**config.mk**
```make
export PLATFORM = sky130hd
export DESIGN_NAME = isk_exec
export DESIGN_NICKNAME = d
export VERILOG_FILES = /design/src/core/isk_pkg.sv /design/src/core/isk_phase_gen.sv /design/src/core/isk_exec.sv
export SDC_FILE = /design/constraint.sdc
export NUM_CORES = 1
export LEC_CHECK = 0
export ABC_CLOCK_PERIOD_IN_PS = 3500
export BUFFER_PORTS_ARGS = -buffer_cell sky130_fd_sc_hd__buf_4
export CORE_UTILIZATION = 55
export CTS_CLUSTER_DIAMETER = 60
export DETAILED_ROUTE_END_ITERATION = 10
export PLACE_DENSITY = 0.84
export SYNTH_ARGS = -nofsm -noshare
export SYNTH_HDL_FRONTEND = slang
export SYNTH_SLANG_ARGS = --single-unit
```
**constraint.sdc**
```tcl
create_clock -name clock -period 3.5 [get_ports clock]
set_input_delay 0.35 -clock clock [delete_from_list [all_inputs] [get_ports clock]]
set_output_delay 0.35 -clock clock [all_outputs]
set_load 0.005 [all_outputs]
```
**src/core/isk_pkg.sv**
```systemverilog
// Package with opcodes, field layouts, reset values and types for the increment-skip unit.
package isk_pkg;
  localparam logic [5:0] OP_INC_SKIP_ZERO = 6'h0F;
  localparam logic [5:0] OP_INC_SKIP_NONZERO = 6'h12;
  localparam int OPC_MSB = 15;
  localparam int OPC_LSB = 10;
  localparam int DEST_BIT = 9;
  localparam int BANK_BIT = 8;
  localparam logic [7:0] INDEXED_LIMIT = 8'h5F;
  localparam logic [7:0] ACCESS_SPLIT = 8'h60;
  localparam logic [3:0] ACCESS_HIGH_BANK = 4'hF;
  localparam logic [1:0] PHASE_RESET = 2'h0;
  localparam logic [1:0] IDLE_RESET = 2'h0;
  localparam logic [7:0] WREG_RESET = 8'h00;

  // Operand address request: bank plus offset, or indexed offset from the frame pointer.
  typedef struct packed {
    logic valid;
    logic indexed;
    logic [3:0] bank;
    logic [7:0] offset;
  } isk_addr_t;

  // Write request toward the data memory.
  typedef struct packed {
    logic valid;
    logic [3:0] bank;
    logic [7:0] offset;
    logic indexed;
    logic [7:0] data;
  } isk_write_t;
endpackage : isk_pkg

```
**src/core/isk_phase_gen.sv**
```systemverilog
// Four-phase instruction cycle generator.
`timescale 1ns/1ps
module isk_phase_gen (
  input wire logic clock, // Core clock.
  input wire logic rst, // Asynchronous reset, active high.
  output logic [1:0] phase, // Current phase, 0 to 3.
  output logic cycle_end // High in the last phase of each cycle.
);
  logic [1:0] phase_q;
  logic [1:0] phase_d;

  // Next phase wraps after the fourth.
  always_comb begin
    phase_d = phase_q + 2'h1;
  end

  // Phase register.
  always_ff @(posedge clock or posedge rst) begin
    if (rst) begin
      phase_q <= isk_pkg::PHASE_RESET;
    end else begin
      phase_q <= phase_d;
    end
  end

  assign phase = phase_q;
  assign cycle_end = (phase_q == 2'h3);
endmodule : isk_phase_gen

```
**src/core/isk_exec.sv**
```systemverilog
// Execution unit for the two increment-and-skip instructions.
`timescale 1ns/1ps
module isk_exec (
  input wire logic clock, // Core clock.
  input wire logic rst, // Asynchronous reset, active high.
  input wire logic [15:0] instr, // Instruction word in execution.
  input wire logic instr_valid, // Instruction word is valid for this cycle.
  input wire logic next_two_word, // Already fetched next instruction has two words.
  input wire logic ext_set_en, // Extended instruction set enabled.
  input wire logic [3:0] bank_select_register, // Bank for general_purpose_ram accesses.
  input wire logic [7:0] rd_data, // Operand returned by data memory.
  output isk_pkg::isk_addr_t rd_req, // Operand read request, phase two.
  output isk_pkg::isk_write_t wr_req, // File write request, in the phase after phase four.
  output logic [7:0] wreg, // Working register.
  output logic flush, // Next fetched word is discarded.
  output logic exec_busy, // Idle skip cycle under way.
  output logic status_we, // Status flag write, always low here.
  output logic [1:0] phase_out // Phase, delayed by one clock.
);
  logic [1:0] phase; // Phase from the generator.
  logic cycle_end; // Last phase of a cycle.
  typedef enum logic [1:0] {ISK_RUN, ISK_SKIP} isk_state_t;
  isk_state_t state_q; // Sequencer state.
  isk_state_t state_d;
  logic [1:0] idle_q; // Idle cycles still to run.
  logic [1:0] idle_d;
  logic is_zero_op; // Word is the skip-on-zero form.
  logic is_nz_op; // Word is the skip-on-nonzero form.
  logic hit; // Word is taken in this cycle.
  logic skip_take; // Skip decided in phase four.
  logic [7:0] opnd_q; // Operand read in phase two.
  logic [7:0] opnd_d;
  logic [7:0] sum_q; // Incremented value.
  logic [7:0] sum_d;
  logic [7:0] wreg_q; // Working register.
  logic [7:0] wreg_d;
  isk_pkg::isk_addr_t rd_q; // Read request.
  isk_pkg::isk_addr_t rd_d;
  isk_pkg::isk_write_t wr_q; // Write request.
  isk_pkg::isk_write_t wr_d;
  logic flush_q; // Discard of the fetched word.
  logic flush_d;
  logic busy_q; // Idle cycle under way.
  logic busy_d;
  logic [1:0] phase_q; // Phase copy for the core.
  logic [1:0] phase_d;
  logic status_q; // Status flag write, held low.
  logic status_d;

  isk_phase_gen u_phase (
    .clock(clock),
    .rst(rst),
    .phase(phase),
    .cycle_end(cycle_end)
  );

  // Opcode decode of the top six bits.
  assign is_zero_op = instr[isk_pkg::OPC_MSB:isk_pkg::OPC_LSB]
    == isk_pkg::OP_INC_SKIP_ZERO;
  assign is_nz_op = instr[isk_pkg::OPC_MSB:isk_pkg::OPC_LSB]
    == isk_pkg::OP_INC_SKIP_NONZERO;
  assign hit = instr_valid && (state_q == ISK_RUN) && (is_zero_op || is_nz_op);

  // Skip condition, judged in phase four from the incremented value.
  assign skip_take = hit && (phase == 2'h3)
    && ((is_zero_op && sum_q == 8'h00) || (is_nz_op && sum_q != 8'h00));

  // Operand address: formed at decode, held through phase four, dropped after it.
  always_comb begin
    rd_d = '0;
    if (hit && phase == 2'h0) begin
      rd_d.valid = 1'b1;
      rd_d.offset = instr[7:0];
      if (instr[isk_pkg::BANK_BIT]) begin
        rd_d.bank = bank_select_register;
      end else if (ext_set_en && instr[7:0] <= isk_pkg::INDEXED_LIMIT) begin
        rd_d.indexed = 1'b1;
      end else if (instr[7:0] < isk_pkg::ACCESS_SPLIT) begin
        rd_d.bank = 4'h0;
      end else begin
        rd_d.bank = isk_pkg::ACCESS_HIGH_BANK;
      end
    end else if (hit && phase != 2'h3) begin
      rd_d = rd_q;
    end
  end

  // Address register; the file write in phase four reuses its fields.
  always_ff @(posedge clock or posedge rst) begin
    if (rst) begin
      rd_q <= '0;
    end else begin
      rd_q <= rd_d;
    end
  end

  // Datapath next values: capture, increment, then write one destination.
  always_comb begin
    opnd_d = opnd_q;
    sum_d = sum_q;
    wreg_d = wreg_q;
    wr_d = '0;
    if (hit && phase == 2'h1) begin
      opnd_d = rd_data;
    end else if (hit && phase == 2'h2) begin
      sum_d = opnd_q + 8'h01;
    end else if (hit && phase == 2'h3) begin
      if (instr[isk_pkg::DEST_BIT]) begin
        wr_d.valid = 1'b1;
        wr_d.bank = rd_q.bank;
        wr_d.offset = rd_q.offset;
        wr_d.indexed = rd_q.indexed;
        wr_d.data = sum_q;
      end else begin
        wreg_d = sum_q;
      end
    end
  end

  // Datapath registers; the write request lasts one clock.
  always_ff @(posedge clock or posedge rst) begin
    if (rst) begin
      opnd_q <= 8'h00;
      sum_q <= 8'h00;
      wreg_q <= isk_pkg::WREG_RESET;
      wr_q <= '0;
    end else begin
      opnd_q <= opnd_d;
      sum_q <= sum_d;
      wreg_q <= wreg_d;
      wr_q <= wr_d;
    end
  end

  // Sequencer next values: idle cycles after a taken skip, one per skipped word.
  always_comb begin
    state_d = state_q;
    idle_d = idle_q;
    flush_d = 1'b0;
    busy_d = 1'b0;
    case (state_q)
      ISK_RUN: begin
        if (skip_take) begin
          state_d = ISK_SKIP;
          idle_d = next_two_word ? 2'h2 : 2'h1;
          flush_d = 1'b1;
          busy_d = 1'b1;
        end
      end
      ISK_SKIP: begin
        // Idle cycles do nothing in any phase.
        flush_d = 1'b1;
        busy_d = 1'b1;
        if (cycle_end) begin
          idle_d = idle_q - 2'h1;
          if (idle_q == 2'h1) begin
            state_d = ISK_RUN;
            flush_d = 1'b0;
            busy_d = 1'b0;
          end
        end
      end
      default: begin
        state_d = ISK_RUN;
      end
    endcase
  end

  // Sequencer registers.
  always_ff @(posedge clock or posedge rst) begin
    if (rst) begin
      state_q <= ISK_RUN;
      idle_q <= isk_pkg::IDLE_RESET;
      flush_q <= 1'b0;
      busy_q <= 1'b0;
    end else begin
      state_q <= state_d;
      idle_q <= idle_d;
      flush_q <= flush_d;
      busy_q <= busy_d;
    end
  end

  // Phase copy for the rest of the core; the status write never rises.
  always_comb begin
    phase_d = phase;
    status_d = 1'b0;
  end

  // Mirror registers, so every output leaves a flip-flop.
  always_ff @(posedge clock or posedge rst) begin
    if (rst) begin
      phase_q <= isk_pkg::PHASE_RESET;
      status_q <= 1'b0;
    end else begin
      phase_q <= phase_d;
      status_q <= status_d;
    end
  end

  // Outputs straight from their registers.
  assign rd_req = rd_q;
  assign wr_req = wr_q;
  assign wreg = wreg_q;
  assign flush = flush_q;
  assign exec_busy = busy_q;
  assign status_we = status_q;
  assign phase_out = phase_q;
endmodule : isk_exec

```
After elaboration in Yosys (flattened, before gate mapping)

Cells that the tools add are included.

$lt $le $gt $ge: 2
Equality and inequality tests: 12
Reductions and logical operators: 22
Bitwise gates (word level): 3
Multiplexer cells: 23
Add/sub/neg operators: 3

Operators by type and width:

| kind                  | count |
|---|---|
| $mux W22              | 4 |
| $mux W14              | 2 |
| $mux W2               | 6 |
| $mux W4               | 3 |
| $logic_and A1 B1 Y1   | 11 |
| $ne A2 B2 Y1 const B  | 5 |
| $add A8 B1 Y8 const B | 1 |
| $le A8 B7 Y1 const B  | 1 |
| $logic_not A8 Y1      | 1 |
| $lt A8 B7 Y1 const B  | 1 |
| $pmux W2 S2           | 2 |
| $reduce_bool A8 Y1    | 1 |
| $eq A2 B1 Y1 const B  | 3 |
| $eq A6 B4 Y1 const B  | 1 |
| $eq A6 B5 Y1 const B  | 1 |
| $reduce_and A3 Y1     | 2 |
| $mux W1               | 5 |
| $eq A2 B2 Y1 const B  | 2 |
| $logic_not A2 Y1      | 2 |
| $reduce_and A4 Y1     | 1 |
| $not A1 Y1            | 3 |
| $add A2 B1 Y2 const B | 1 |
| $logic_or A1 B1 Y1    | 2 |
| $pmux W1 S2           | 1 |
| 3 further kinds       | 3 |

Logic and storage cells: 82
Bits in registers: 69

Depth between registers and ports, before layout

Gate-level depths: netlist of run 1.

Word-level depth: 7
Mapped depth: 7

By module

From an unflattened synthesis of run 1, not the netlist that was laid out.

Cells, all modules: 229
Area, all modules: 2827.7 um^2

By module, submodules not included:

| module        | sequential area each (um^2) | cells an instance | instances | area each (um^2) |
|---|---|---|---|---|
| isk_exec      | 1651.6                      | 224               | 1         | 2757.6 |
| isk_phase_gen | 50.0                        | 5                 | 1         | 70.1 |

Worst setup path before layout of run 1

No wires, ideal clock.

Kind: register -> register
From: register state_q[0]
To: register wreg_q[0], in the netlist wreg[0]
Library setup time: 0.125 ns
Path slack: 1.717 ns
Buffers on the path: 0
Stages on the path, launching flop included: 5
Arrival time: 1.658 ns
Data required time: 3.375 ns
Cell sequence: dfrtp_1 or4bb_1 a211oi_2 nand3_2 mux2_2

Cells in the longest elaborated chain, start to end: 6
Elaborated cells on any way between the ends: 9
Classes of those cells: bitwise: 2; reduce/logical: 7

Ends and longest elaborated chain:

| item                                          | line                             | source |
|---|---|---|
| from (decl)                                   | isk_exec.sv:23                   | `isk_state_t state_q;` |
| from (signal assigned)                        | isk_exec.sv:177                  | `state_q <= state_d;` |
| $logic_not A2 Y1 (*)                          | isk_exec.sv:62                   | `assign hit = instr_valid && (state_q == ISK_RUN) && (is_zero_op \|\| is_nz_op);` |
| $logic_and A1 B1 Y1 (*) (2 in series)         | isk_exec.sv:62                   |  |
| $logic_and A1 B1 Y1, on equally long branches | isk_exec.sv:105, isk_exec.sv:103 |  |
| $not A1 Y1 (no source line)                   | --                               |  |
| $reduce_and A4 Y1 (no source line) (*)        | --                               |  |
| to (signal assigned)                          | isk_exec.sv:125                  | `wreg_q <= isk_pkg::WREG_RESET;` |
| to (signal assigned)                          | isk_exec.sv:130                  | `wreg_q <= wreg_d;` |
| to (decl)                                     | isk_exec.sv:35                   | `logic [7:0] wreg_q;` |

Mark *: on every way between the ends. The rest lies on a longest branch, timed or not.
A chain may end at the register's enable or synchronous reset.

==> results of run 1 <==
[cell type report]
class,count,share of cell area
Sequential cell,68,0.469
Multi-Input combinational cell,136,0.280
Timing Repair Buffer,81,0.167
Clock buffer,12,0.0400
Tap cell,67,0.0231
Clock inverter,4,0.0134
Inverter,7,0.00724
[cells by family (layout without fill, tap and decap cells)]
| family | Yosys count | count (layout) | synth area share |
|---|---|---|---|
| simple gates | 70 | 70 | 0.150 |
| flops | 68 | 68 | 0.607 |
| compound gates | 36 | 36 | 0.0977 |
| mux | 17 | 17 | 0.0683 |
| buf+inv | 15 | 104 | 0.0303 |
| fa+ha+maj | 6 | 6 | 0.0268 |
| xor+xnor | 6 | 6 | 0.0187 |
| other cells | 1 | 1 | 0.00134 |
[flip-flops by register name, indices dropped and copies added, names as in the netlist]
| register | flops |
|---|---|
| wr_req | 22 |
| rd_req | 14 |
| opnd_q | 8 |
| sum_q | 8 |
| wreg | 8 |
| idle_q | 2 |
| phase_out | 2 |
| u_phase.phase | 2 |
| exec_busy | 1 |
| state_q | 1 |
[worst min path at each step]
| stage | endpoint | depth (start not counted) | slack (ps) | from |
|---|---|---|---|---|
| floorplan | phase_out[1] | 0 | 400 | u_phase.phase[1] |
| global placement | phase_out[0] | 0 | 430 | u_phase.phase[0] |
| detailed placement | phase_out[1] | 0 | 430 | u_phase.phase[1] |
| CTS | rd_req[11] | 2 | 100 | rst |
| global route | rd_req[11] | 2 | 130 | rst |
| finish | rd_req[11] | 2 | 80 | rst |
[power by group]
part           switching [W]  leakage, nW  internal, W  total (W)
Clock               0.000282        0.100     0.000348   0.000630
Combinational      0.0000371        0.856    0.0000418  0.0000789
Sequential         0.0000101        0.933     0.000795   0.000805
Total               0.000329         1.89      0.00118    0.00151
[stage by stage]
stage,power (W),setup slack (ps),instance area (um^2),util
after floorplan,0.000855,1440,2800,-
after global placement,0.000897,1250,3440,0.714
after detailed placement,0.000900,1170,3440,0.714
final,0.00151,1460,3630,0.754
after CTS,0.00153,1440,3630,0.754
after global routing,0.00158,1330,3630,0.754
[cells in the final DEF, fill, tap and decap left out, types with 2 or more instances in the layout]
cell type   n
nor2_1      5
clkinv_2    2
o21ai_0    14
nand4b_1    3
dfrtp_1    68
a21oi_1     3
nand2_1    18
clkbuf_8   10
xnor2_1     4
nand3_1     2
nor4_1      2
xor2_1      2
inv_1       6
or4_1       2
nor3_1      2
buf_4      81
a22o_1      9
ha_1        6
clkbuf_1    2
mux2_2     17
o211ai_1    3
nor2b_1     4
and2_1     21
[synthesized netlist by cell type (all sizes together), types with 2 or more instances]
cell type / n / area, um^2
a21oi: 3 / 15.0
a22o: 9 / 78.8
and2: 21 / 131
and4b: 2 / 21.3
buf: 7 / 55.1
dfrtp: 68 / 1700
ha: 6 / 75.1
inv: 7 / 26.3
mux2: 17 / 191
nand2: 18 / 67.6
nand3: 3 / 20.0
nand4b: 3 / 26.3
nor2: 5 / 18.8
nor2b: 4 / 25.0
nor3: 2 / 10.0
nor4: 2 / 12.5
o211ai: 4 / 35.0
o21ai: 14 / 70.1
or4: 2 / 15.0
xnor2: 4 / 35.0
xor2: 2 / 17.5
[layer usage]
layer | vias to the layer above | track usage | routed length (um)
met2 | 64 | 0.361 | 2710
li1 | 938 | - | -
met5 | - | 0 | 0
met1 | 936 | 0.295 | 2460
met4 | 0 | 0.0855 | 100
met3 | 10 | 0.0700 | 240
[critical path, cell delays in order, from the launching register on]
cell	delay, ps
dfrtp_1	450
or4bb_1	590
a211oi_2	230
and4b_2	500
and2_1	190
==> results.py, run 1 <==
metrics = {
    "sta": {
        "setup_viol": 0,
        "hold_slack_ps": 77.2,
        "slew_headroom": 0.397,
        "fin_crit_sh": 0.584,
        "finalSetupTns_ps": 0,
        "fmax_ghz": 0.489,
        "finalHoldViolations": 0,
        "rsz0062_at_grt": "false",
        "min_period_ps": 2040,
        "maxSlewViolCount": 0,
        "worstMarginPinSlew_ps": 903,
        "skew_ps": 8.43,
    },
    "die": {
        "start_util": 0.582,
        "dieArea_um2": 5390,
        "row_count": 25,
        "die_y_um": 73.4,
        "core-area_um2": 4820,
        "die_w_um": 73.4,
        "top_level_ports": 82,
    },
    "global_routing": {
        "grt_pass1_vias": 1880,
        "grt_max_degree": 40,
        "grt_pass1_wl_um": 8850,
        "track_usage": 0.227,
        "overflow": 0,
        "antenna_found_initial": 0,
    },
    "worst_setup_path": {
        "r2r.worst_path.cells": 4,
        "worst_setup_path_start_kind": "register",
        "r2r_end": "wr_req[6]",
        "critPathRequiredTime_ps": 3770,
        "endpoint_kind": "register",
        "cp.arrival_ps": 2320,
        "ff2ff_setup_slack_ps": 1460,
        "cp-endpoint": "wr_req[6]",
        "crit_fanout": 22,
        "critical_path_class": "reg -> reg",
        "r2r-start": "state_q[0]",
        "cp-startpoint": "state_q[0]",
    },
    "placement": {
        "hpwl_um": 3960,
        "placedCellCount": 359,
        "port_buffers": 80,
        "place.gp.congestion": 0.776,
    },
    "cts": {
        "clock-sinks": 68,
        "clkLatencyLatePin_ps": 340,
        "cts_hold_buffers": 0,
        "ctsRootBufferMaster": "clkbuf_8",
        "clk_pin_slew_ps": 70,
        "cts_buffers": 9,
        "post_cts_buffers": 0,
        "h-tree-depth": 3,
        "clockBufferDepth": 2,
        "cts_resized": 0,
        "cts_tree": "built",
    },
    "yosys": {
        "ys_seq_elements": 68,
        "ys_types": 42,
        "ys_dominant_reg_cell": "dfrtp_1",
        "synthesis.area_um2": 2800,
        "synthesis.nets": 258,
        "avgSynthCellArea_um2": 12.8,
        "yosysSeqAreaShare": 0.607,
        "yosysWarnings": 0,
        "synth_cells": 219,
        "async_flop_share": 1.00,
        "synth_edf_count": 0,
    },
    "final_layout": {
        "syn_to_final_growth_pct": 29.5,
        "num_antenna_cells": 0,
        "layout.area.seq_um2": 1700,
        "multi_input_area_um2": 1020,
        "fillCellCount": 343,
        "drive_above_1_share": 0.390,
        "final_cells": 375,
        "fin_nets": 342,
    },
    "route": {
        "firstDrtPassIters": 5,
        "vias_per_cell": 5.19,
        "ant_nets": 0,
        "drt-total-wl_um": 5510,
        "vias": 1948,
        "post_drt_wl_per_cell_um": 14.7,
        "drt_iter0_markers": 86,
        "drcViolationCount": 0,
    },
    "outcome": {
        "status": "finished clean",
    },
    "power_and_ir_drop": {
        "p_leak_nw": 1.89,
        "pwr_density_cell_nw_per_um2": 417,
        "vdd_drop_max_v": 0.000242,
    },
    "run": {
        "maxCapViolCount": 0,
    },
    "worst_hold_path": {
        "hold_class": "in -> async",
    },
}
Note: power is estimated with default switching activity, not from simulation.
==> inputs of run 2 (changes only) <==
--- a/config.mk
+++ b/config.mk
@@ -5,12 +5,13 @@
 export SDC_FILE = /design/constraint.sdc
 export NUM_CORES = 1
 export LEC_CHECK = 0
-export ABC_CLOCK_PERIOD_IN_PS = 3500
+export ABC_AREA = 1
+export ABC_CLOCK_PERIOD_IN_PS = 1700
 export BUFFER_PORTS_ARGS = -buffer_cell sky130_fd_sc_hd__buf_4
-export CORE_UTILIZATION = 55
+export CORE_UTILIZATION = 47
 export CTS_CLUSTER_DIAMETER = 60
 export DETAILED_ROUTE_END_ITERATION = 10
-export PLACE_DENSITY = 0.84
+export PLACE_DENSITY = 0.75
 export SYNTH_ARGS = -nofsm -noshare
 export SYNTH_HDL_FRONTEND = slang
 export SYNTH_SLANG_ARGS = --single-unit
==> constraint.sdc (replaced) <==
create_clock -name clock -period 1.7 [get_ports clock]
set_input_delay 0.17 -clock clock [delete_from_list [all_inputs] [get_ports clock]]
set_output_delay 0.17 -clock clock [all_outputs]
set_load 0.005 [all_outputs]
==> run 2 against run 1 <==
  * Largest cell class unchanged
  * Critical path type unchanged
  * Clock skew hardly changed
  * Critical endpoint is now wr_req[20]
  * Sequential power increased by 120%
  * Critical path depth rose by 2
  * Routed wire length grew 11%
  * Final cell count increased by 27%
  * Global-route usage down 3.9 points
  * Synthesized cell count increased by 41%
==> results.py, run 2 <==
metrics = {
    "worst_setup_path": {
        "critPathRequiredTime_ps": 1960,
        "cp_cell_sequence": "inv_1, ha_1, inv_2, nand4_4, buf_12, nor3b_2",
        "critical_path_class": "reg -> reg",
        "cpMaxStageDelayCell": "dfrtp_1",
        "worst_setup_path_start_kind": "register",
        "crit_fanout": 19,
        "path_buf_inv": 3,
        "endpoint_kind": "register",
        "worst_path_dominant_cell_family": "simple AND/OR/NAND/NOR gates",
        "worstSetupPathDepth": 6,
        "r2r.worst_path.cells": 6,
        "slowest_delay_ps": 390,
        "cp.arrival_ps": 1790,
    },
    "power_and_ir_drop": {
        "pwr_density_cell_nw_per_um2": 916,
        "vdd_drop_max_v": 0.000624,
        "p_leak_nw": 2.06,
    },
    "route": {
        "vias": 2311,
        "drcViolationCount": 0,
        "drt_iter0_markers": 130,
        "post_drt_wl_per_cell_um": 12.8,
        "firstDrtPassIters": 4,
        "vias_per_cell": 4.83,
        "drt-total-wl_um": 6100,
        "ant_nets": 0,
    },
    "sta": {
        "fmax_ghz": 0.655,
        "maxSlewViolCount": 0,
        "rsz0062_at_grt": "false",
        "setup_viol": 0,
        "fin_crit_sh": 0.898,
        "finalHoldViolations": 0,
        "hold_slack_ps": 43.0,
        "finalSetupTns_ps": 0,
        "min_period_ps": 1530,
        "skew_ps": 8.84,
    },
    "cts": {
        "cts_buffers": 9,
        "clockBufferDepth": 2,
        "cts_resized": 0,
        "clk_pin_slew_ps": 80,
        "h-tree-depth": 3,
        "clkLatencyLatePin_ps": 340,
        "clock-sinks": 68,
        "ctsRootBufferMaster": "clkbuf_8",
        "post_cts_buffers": 0,
        "cts_tree": "built",
    },
    "run": {
        "maxCapViolCount": 0,
    },
    "final_layout": {
        "final_common_cell": "buf_4",
        "fin_nets": 435,
        "fillCellCount": 528,
        "drive_above_1_share": 0.379,
        "final_cell_mix": "84 x buf_4, 71 x nand2_1, 68 x dfrtp_1, 32 x inv_1, 27 x o21ai_1",
        "syn_to_final_growth_pct": 30.3,
        "largest_register_ffs": 22,
        "num_antenna_cells": 0,
    },
    "global_routing": {
        "grt_pass1_vias": 2235,
        "overflow": 0,
        "grt_pass1_wl_um": 10200,
        "antenna_found_initial": 0,
        "grt_max_degree": 69,
        "track_usage": 0.189,
    },
    "yosys": {
        "synth_edf_count": 0,
        "yosysSeqAreaShare": 0.551,
        "synth.area.top_cells": "dfrtp_1 55%, nand2_1 8.6%, nor3_2 5.2%",
        "synthesis.nets": 347,
        "ys_dominant_reg_cell": "dfrtp_1",
        "async_flop_share": 1.00,
        "synthesis.area_um2": 3090,
        "avgSynthCellArea_um2": 10.0,
        "ys_types": 29,
        "yosysWarnings": 0,
        "synth_top_area_share": 0.551,
        "synth_top_area_cell": "dfrtp_1",
        "yosys-top-cells-count": "71 x nand2_1, 68 x dfrtp_1, 33 x inv_1",
        "synth_most_common_cell": "nand2_1",
        "ys_seq_elements": 68,
        "synth_cells": 308,
    },
    "worst_hold_path": {
        "min_path_cells": 3,
        "hold_class": "in -> reg",
    },
    "outcome": {
        "status": "finished clean",
    },
    "placement": {
        "hpwl_um": 4580,
        "place.gp.congestion": 0.802,
        "port_buffers": 80,
    },
    "die": {
        "row_count": 29,
        "top_level_ports": 82,
        "dieArea_um2": 6900,
        "core-area_um2": 6350,
        "die_y_um": 83.0,
        "start_util": 0.486,
        "die_w_um": 83.0,
    },
}
-- run 2: power by group --
part	total (W)	switching, W	internal, W
clock network	0.00164	0.000622	0.00101
logic	0.000313	0.000171	0.000142
registers	0.00174	0.0000527	0.00168
total	0.00369	0.000846	0.00284
-- run 2: kinds of logic after synthesis --
kind of cell             share of synthesized area
adder cells (fa/ha/maj)                     0.0243
XOR/XNOR                                    0.0170
flip-flops                                   0.551
AND/OR/NAND/NOR                              0.266
other                                      0.00121
AO/OA/AOI/OAI                               0.0653
buffers and inverters                       0.0754
-- run 2: layer usage --
metal | GRT usage | wire [um] | vias up
li1 | - | - | 1147
met1 | 0.238 | 2710 | 1080
met2 | 0.306 | 2950 | 73
met3 | 0.0427 | 309 | 11
met4 | 0.0940 | 126 | 0
met5 | 0 | 0 | -
-- run 2: per-stage QoR --
| stage | power (W) | util | setup slack, ps | std cells | instance area (um^2) |
|---|---|---|---|---|---|
| detailed placement | 0.00208 | 0.593 | 194 | 461 | 3760 |
| finish | 0.00369 | 0.633 | 174 | 478 | 4020 |
| global placement | 0.00207 | 0.593 | 257 | 461 | 3760 |
| floorplan | 0.00194 | - | 219 | 308 | 3090 |
| CTS | 0.00372 | 0.633 | 184 | 478 | 4020 |
| global route | 0.00382 | 0.633 | 64.6 | 478 | 4020 |
-- run 2: final cells by class --
class / count / area [um^2] / share of cell area
Clock inverter: 6 / 111 / 0.0277
Sequential cell: 68 / 1700 / 0.423
Clock buffer: 10 / 138 / 0.0342
Inverter: 37 / 143 / 0.0355
Multi-Input combinational cell: 193 / 1150 / 0.286
Tap cell: 77 / 96.3 / 0.0240
Timing Repair Buffer: 87 / 681 / 0.169
-- run 2: timing repair --
item,CTS,global route
hold buffers,1,0
setup endpoints to repair,0,0
hold endpoints to repair,68,0
-- run 2: worst paths after layout --
kind | startpoint | slack, ps | end
max | u_phase.phase[1] | 170 | wr_req[20]
min | instr[3] | 40 | rd_req[3]
max reg2reg | u_phase.phase[1] | 170 | wr_req[20]
min reg2reg | u_phase.phase[1] | 440 | phase_out[1]
max in group asynchronous | rst | 930 | sum_q[1]
min in group asynchronous | rst | 470 | rd_req[1]
-- run 2: worst min-delay path, delay by kind of cell --
kind | cells | cell delay [ps]
and+or+nand+nor | 1 | 40
AOI/OAI and AO/OA | 1 | 60
buffers and inverters | 1 | 80
==> inputs of run 3 (changes only) <==
--- a/config.mk
+++ b/config.mk
@@ -6,12 +6,13 @@
 export NUM_CORES = 1
 export LEC_CHECK = 0
 export ABC_AREA = 1
-export ABC_CLOCK_PERIOD_IN_PS = 1700
+export ABC_CLOCK_PERIOD_IN_PS = 1400
 export BUFFER_PORTS_ARGS = -buffer_cell sky130_fd_sc_hd__buf_4
 export CORE_UTILIZATION = 47
 export CTS_CLUSTER_DIAMETER = 60
 export DETAILED_ROUTE_END_ITERATION = 10
-export PLACE_DENSITY = 0.75
+export PLACE_DENSITY = 0.76
 export SYNTH_ARGS = -nofsm -noshare
 export SYNTH_HDL_FRONTEND = slang
+export SYNTH_HIERARCHICAL = 1
 export SYNTH_SLANG_ARGS = --single-unit
==> constraint.sdc (replaced) <==
create_clock -name clock -period 1.4 [get_ports clock]
set_input_delay 0.14 -clock clock [delete_from_list [all_inputs] [get_ports clock]]
set_output_delay 0.14 -clock clock [all_outputs]
set_load 0.005 [all_outputs]
==> run 3 against run 2 <==
  * Clock-buffer cell count grew 2
  * Non-clock buffer count rose by 9
  * Worst setup slack got worse by 78 ps
  * Via count shrank 1.1%
  * Combinational power grew 15%
  * Sequential share of layout area grew 0.78 points
  * Die area decreased by 4.6%
  * Flip-flop and latch count unchanged
  * Global-route usage rose by 0.95 points
  * Final cell count rose by 2.1%
  * Clock skew down 2.6 ps
  * Routed wire length increased by 0.90%
==> results.py, run 3 <==
metrics = {
    "outcome": {
        "status": "finished clean",
    },
    "cts": {
        "h-tree-depth": 3,
        "clockBufferDepth": 2,
        "clock-sinks": 68,
        "ctsRootBufferMaster": "clkbuf_8",
        "cts_tree": "built",
        "clkLatencyLatePin_ps": 340,
        "cts_buffers": 9,
        "clk_pin_slew_ps": 70,
    },
    "yosys": {
        "synthesis.nets": 343,
        "yosys-top-cells-count": "68 x dfrtp_1, 62 x nand2_1, 49 x inv_1",
        "synth_edf_count": 0,
        "yosysWarnings": 6,
        "ys_dominant_reg_cell": "dfrtp_1",
        "synth_top_area_cell": "dfrtp_1",
        "synth_cells": 307,
        "synth_top_area_share": 0.579,
        "ys_seq_elements": 68,
        "ys_types": 28,
        "avgSynthCellArea_um2": 9.58,
        "yosysSeqAreaShare": 0.579,
        "async_flop_share": 1.00,
        "synthesis.area_um2": 2940,
        "synth.area.top_cells": "dfrtp_1 58%, nand2_1 7.9%, inv_1 6.3%",
        "synth_most_common_cell": "dfrtp_1",
    },
    "route": {
        "firstDrtPassIters": 5,
        "ant_nets": 0,
        "drt_iter0_markers": 119,
        "drcViolationCount": 0,
        "vias_per_cell": 4.68,
        "post_drt_wl_per_cell_um": 12.6,
        "vias": 2286,
        "drt-total-wl_um": 6150,
    },
    "worst_setup_path": {
        "worst_path_dominant_cell_family": "flip-flops",
        "cpMaxStageDelayCell": "dfrtp_1",
        "path_buf_inv": 3,
        "worst_setup_path_start_kind": "register",
        "endpoint_kind": "register",
        "critPathRequiredTime_ps": 1630,
        "crit_fanout": 12,
        "cp.arrival_ps": 1540,
        "slowest_delay_ps": 460,
        "critical_path_class": "reg -> reg",
        "cp_cell_sequence": "nand2_4, inv_2, nand3_2, clkinv_2, nand2_2, buf_6, nor2_1",
    },
    "global_routing": {
        "grt_max_degree": 67,
        "track_usage": 0.198,
        "antenna_found_initial": 0,
        "grt_pass1_wl_um": 9600,
        "overflow": 0,
        "grt_pass1_vias": 2115,
    },
    "sta": {
        "skew_ps": 6.26,
        "fin_crit_sh": 0.931,
        "rsz0062_at_grt": "false",
        "setup_viol": 0,
        "fmax_ghz": 0.767,
        "maxSlewViolCount": 0,
        "min_period_ps": 1300,
        "finalSetupTns_ps": 0,
        "finalHoldViolations": 0,
    },
    "final_layout": {
        "num_antenna_cells": 0,
        "final_cells": 488,
        "largest_register_ffs": 22,
        "final_cell_mix": "93 x buf_4, 68 x dfrtp_1, 62 x nand2_1, 46 x inv_1, 28 x nor2_1",
        "syn_to_final_growth_pct": 34.3,
        "final_common_cell": "buf_4",
        "fillCellCount": 472,
        "fin_nets": 444,
        "drive_above_1_share": 0.380,
        "fin_util": 0.659,
    },
    "power_and_ir_drop": {
        "combPwrFrac": 0.088,
        "switching_share": 0.234,
        "pwr_density_cell_nw_per_um2": 1030,
        "internal-power_w": 0.00312,
        "p_leak_nw": 2.04,
        "clkPwrFrac": 0.401,
        "vdd_drop_max_v": 0.000563,
        "switching_power_w": 0.000952,
        "p_seq_frac": 0.511,
    },
    "die": {
        "row_count": 28,
        "start_util": 0.491,
        "die_w_um": 81.1,
        "die_y_um": 81.1,
        "dieArea_um2": 6580,
        "core-area_um2": 5990,
        "top_level_ports": 82,
    },
    "placement": {
        "port_buffers": 80,
        "place.gp.congestion": 0.839,
        "hpwl_um": 4370,
        "placedCellCount": 468,
    },
    "worst_hold_path": {
        "hold_class": "in -> reg",
    },
    "run": {
        "maxCapViolCount": 0,
    },
}
-- run 3: cell count changes after synthesis, sizes merged, moves of 6 or more --
| cell | delta |
|---|---|
| nor2 | +11 |
| nand2 | -11 |
| nor3 | -12 |
| inv | +14 |
| o21ai | +6 |
| nor3b | -6 |
-- run 3: tightest hold or removal path, delay by kind of cell --
| family | cells | cell delay, ps |
|---|---|---|
| and+or+nand+nor | 1 | 40 |
| buffers and inverters | 1 | 80 |
| AOI/OAI and AO/OA | 1 | 60 |
-- run 3: cell families after synthesis --
family | Yosys count | synth area share
adder cells (fa/ha/maj) | 3 | 0.0128
XOR/XNOR | 5 | 0.0149
AND/OR/NAND/NOR | 135 | 0.220
other | 1 | 0.00128
flip-flops | 68 | 0.579
buffers and inverters | 59 | 0.0898
AO/OA/AOI/OAI | 36 | 0.0826
-- run 3: power groups by stage --
stage / combinational (W) / clock [W] / sequential [W]
3_5_place_dp: 0.000358 / 0 / 0.00212
3_3_place_gp: 0.000347 / 0 / 0.00211
4_1_cts: 0.000361 / 0.00166 / 0.00208
5_1_grt: 0.000410 / 0.00175 / 0.00209
2_1_floorplan: 0.000200 / 0 / 0.00211
6_report: 0.000359 / 0.00163 / 0.00208
-- run 3: repair_timing --
action,CTS,global route
endpoints found under the setup margin,0,39
hold buffers,1,0
gates resized for setup,0,8
hold endpoints to repair,68,0
setup buffers,0,2
-- run 3: layout make-up --
class / instances / area, um^2 / area share
flip-flops and latches: 68 / 1700 / 0.431
multi-input cells: 181 / 1010 / 0.255
repair buffers: 96 / 739 / 0.187
inverters: 52 / 205 / 0.0519
clock buffers: 12 / 155 / 0.0393
well taps: 75 / 93.8 / 0.0238
clock inverters: 4 / 47.5 / 0.0120
-- run 3: metrics by stage --
| step | power [W] | setup WS (ps) | instance area (um^2) | hold WS (ps) |
|---|---|---|---|---|
| 6_report | 0.00407 | 96.5 | 3950 | 8.99 |
| 5_1_grt | 0.00424 | 0.943 | 3950 | 17.3 |
| 4_1_cts | 0.00410 | 14.3 | 3900 | 3.54 |
| 3_5_place_dp | 0.00247 | 32.8 | 3680 | 33.1 |
| 3_3_place_gp | 0.00246 | 77.2 | 3680 | 30.4 |
| 2_1_floorplan | 0.00231 | 102 | 2940 | -119 |
-- run 3: final timing paths --
check	startpoint	end	slack [ps]	cells after the start
worst max-delay path	u_phase/phase[1]	wr_req[15]	100	7
worst min-delay path	instr[3]	rd_req[3]	9	3
worst max register to register	u_phase/phase[1]	wr_req[15]	100	7
worst min register to register	wreg[6]	wreg[6]	490	2
max in group asynchronous	rst	wreg[6]	670	4
min in group asynchronous	rst	u_phase/phase[0]	240	3
-- run 3: layer usage --
metal,part of all wire,routed length [um],track usage,vias to the layer above
met5,0,0,0,-
met4,0.016,97,0.104,0
met3,0.050,306,0.0416,9
met2,0.49,3010,0.304,60
met1,0.44,2740,0.264,1063
li1,-,-,-,1154
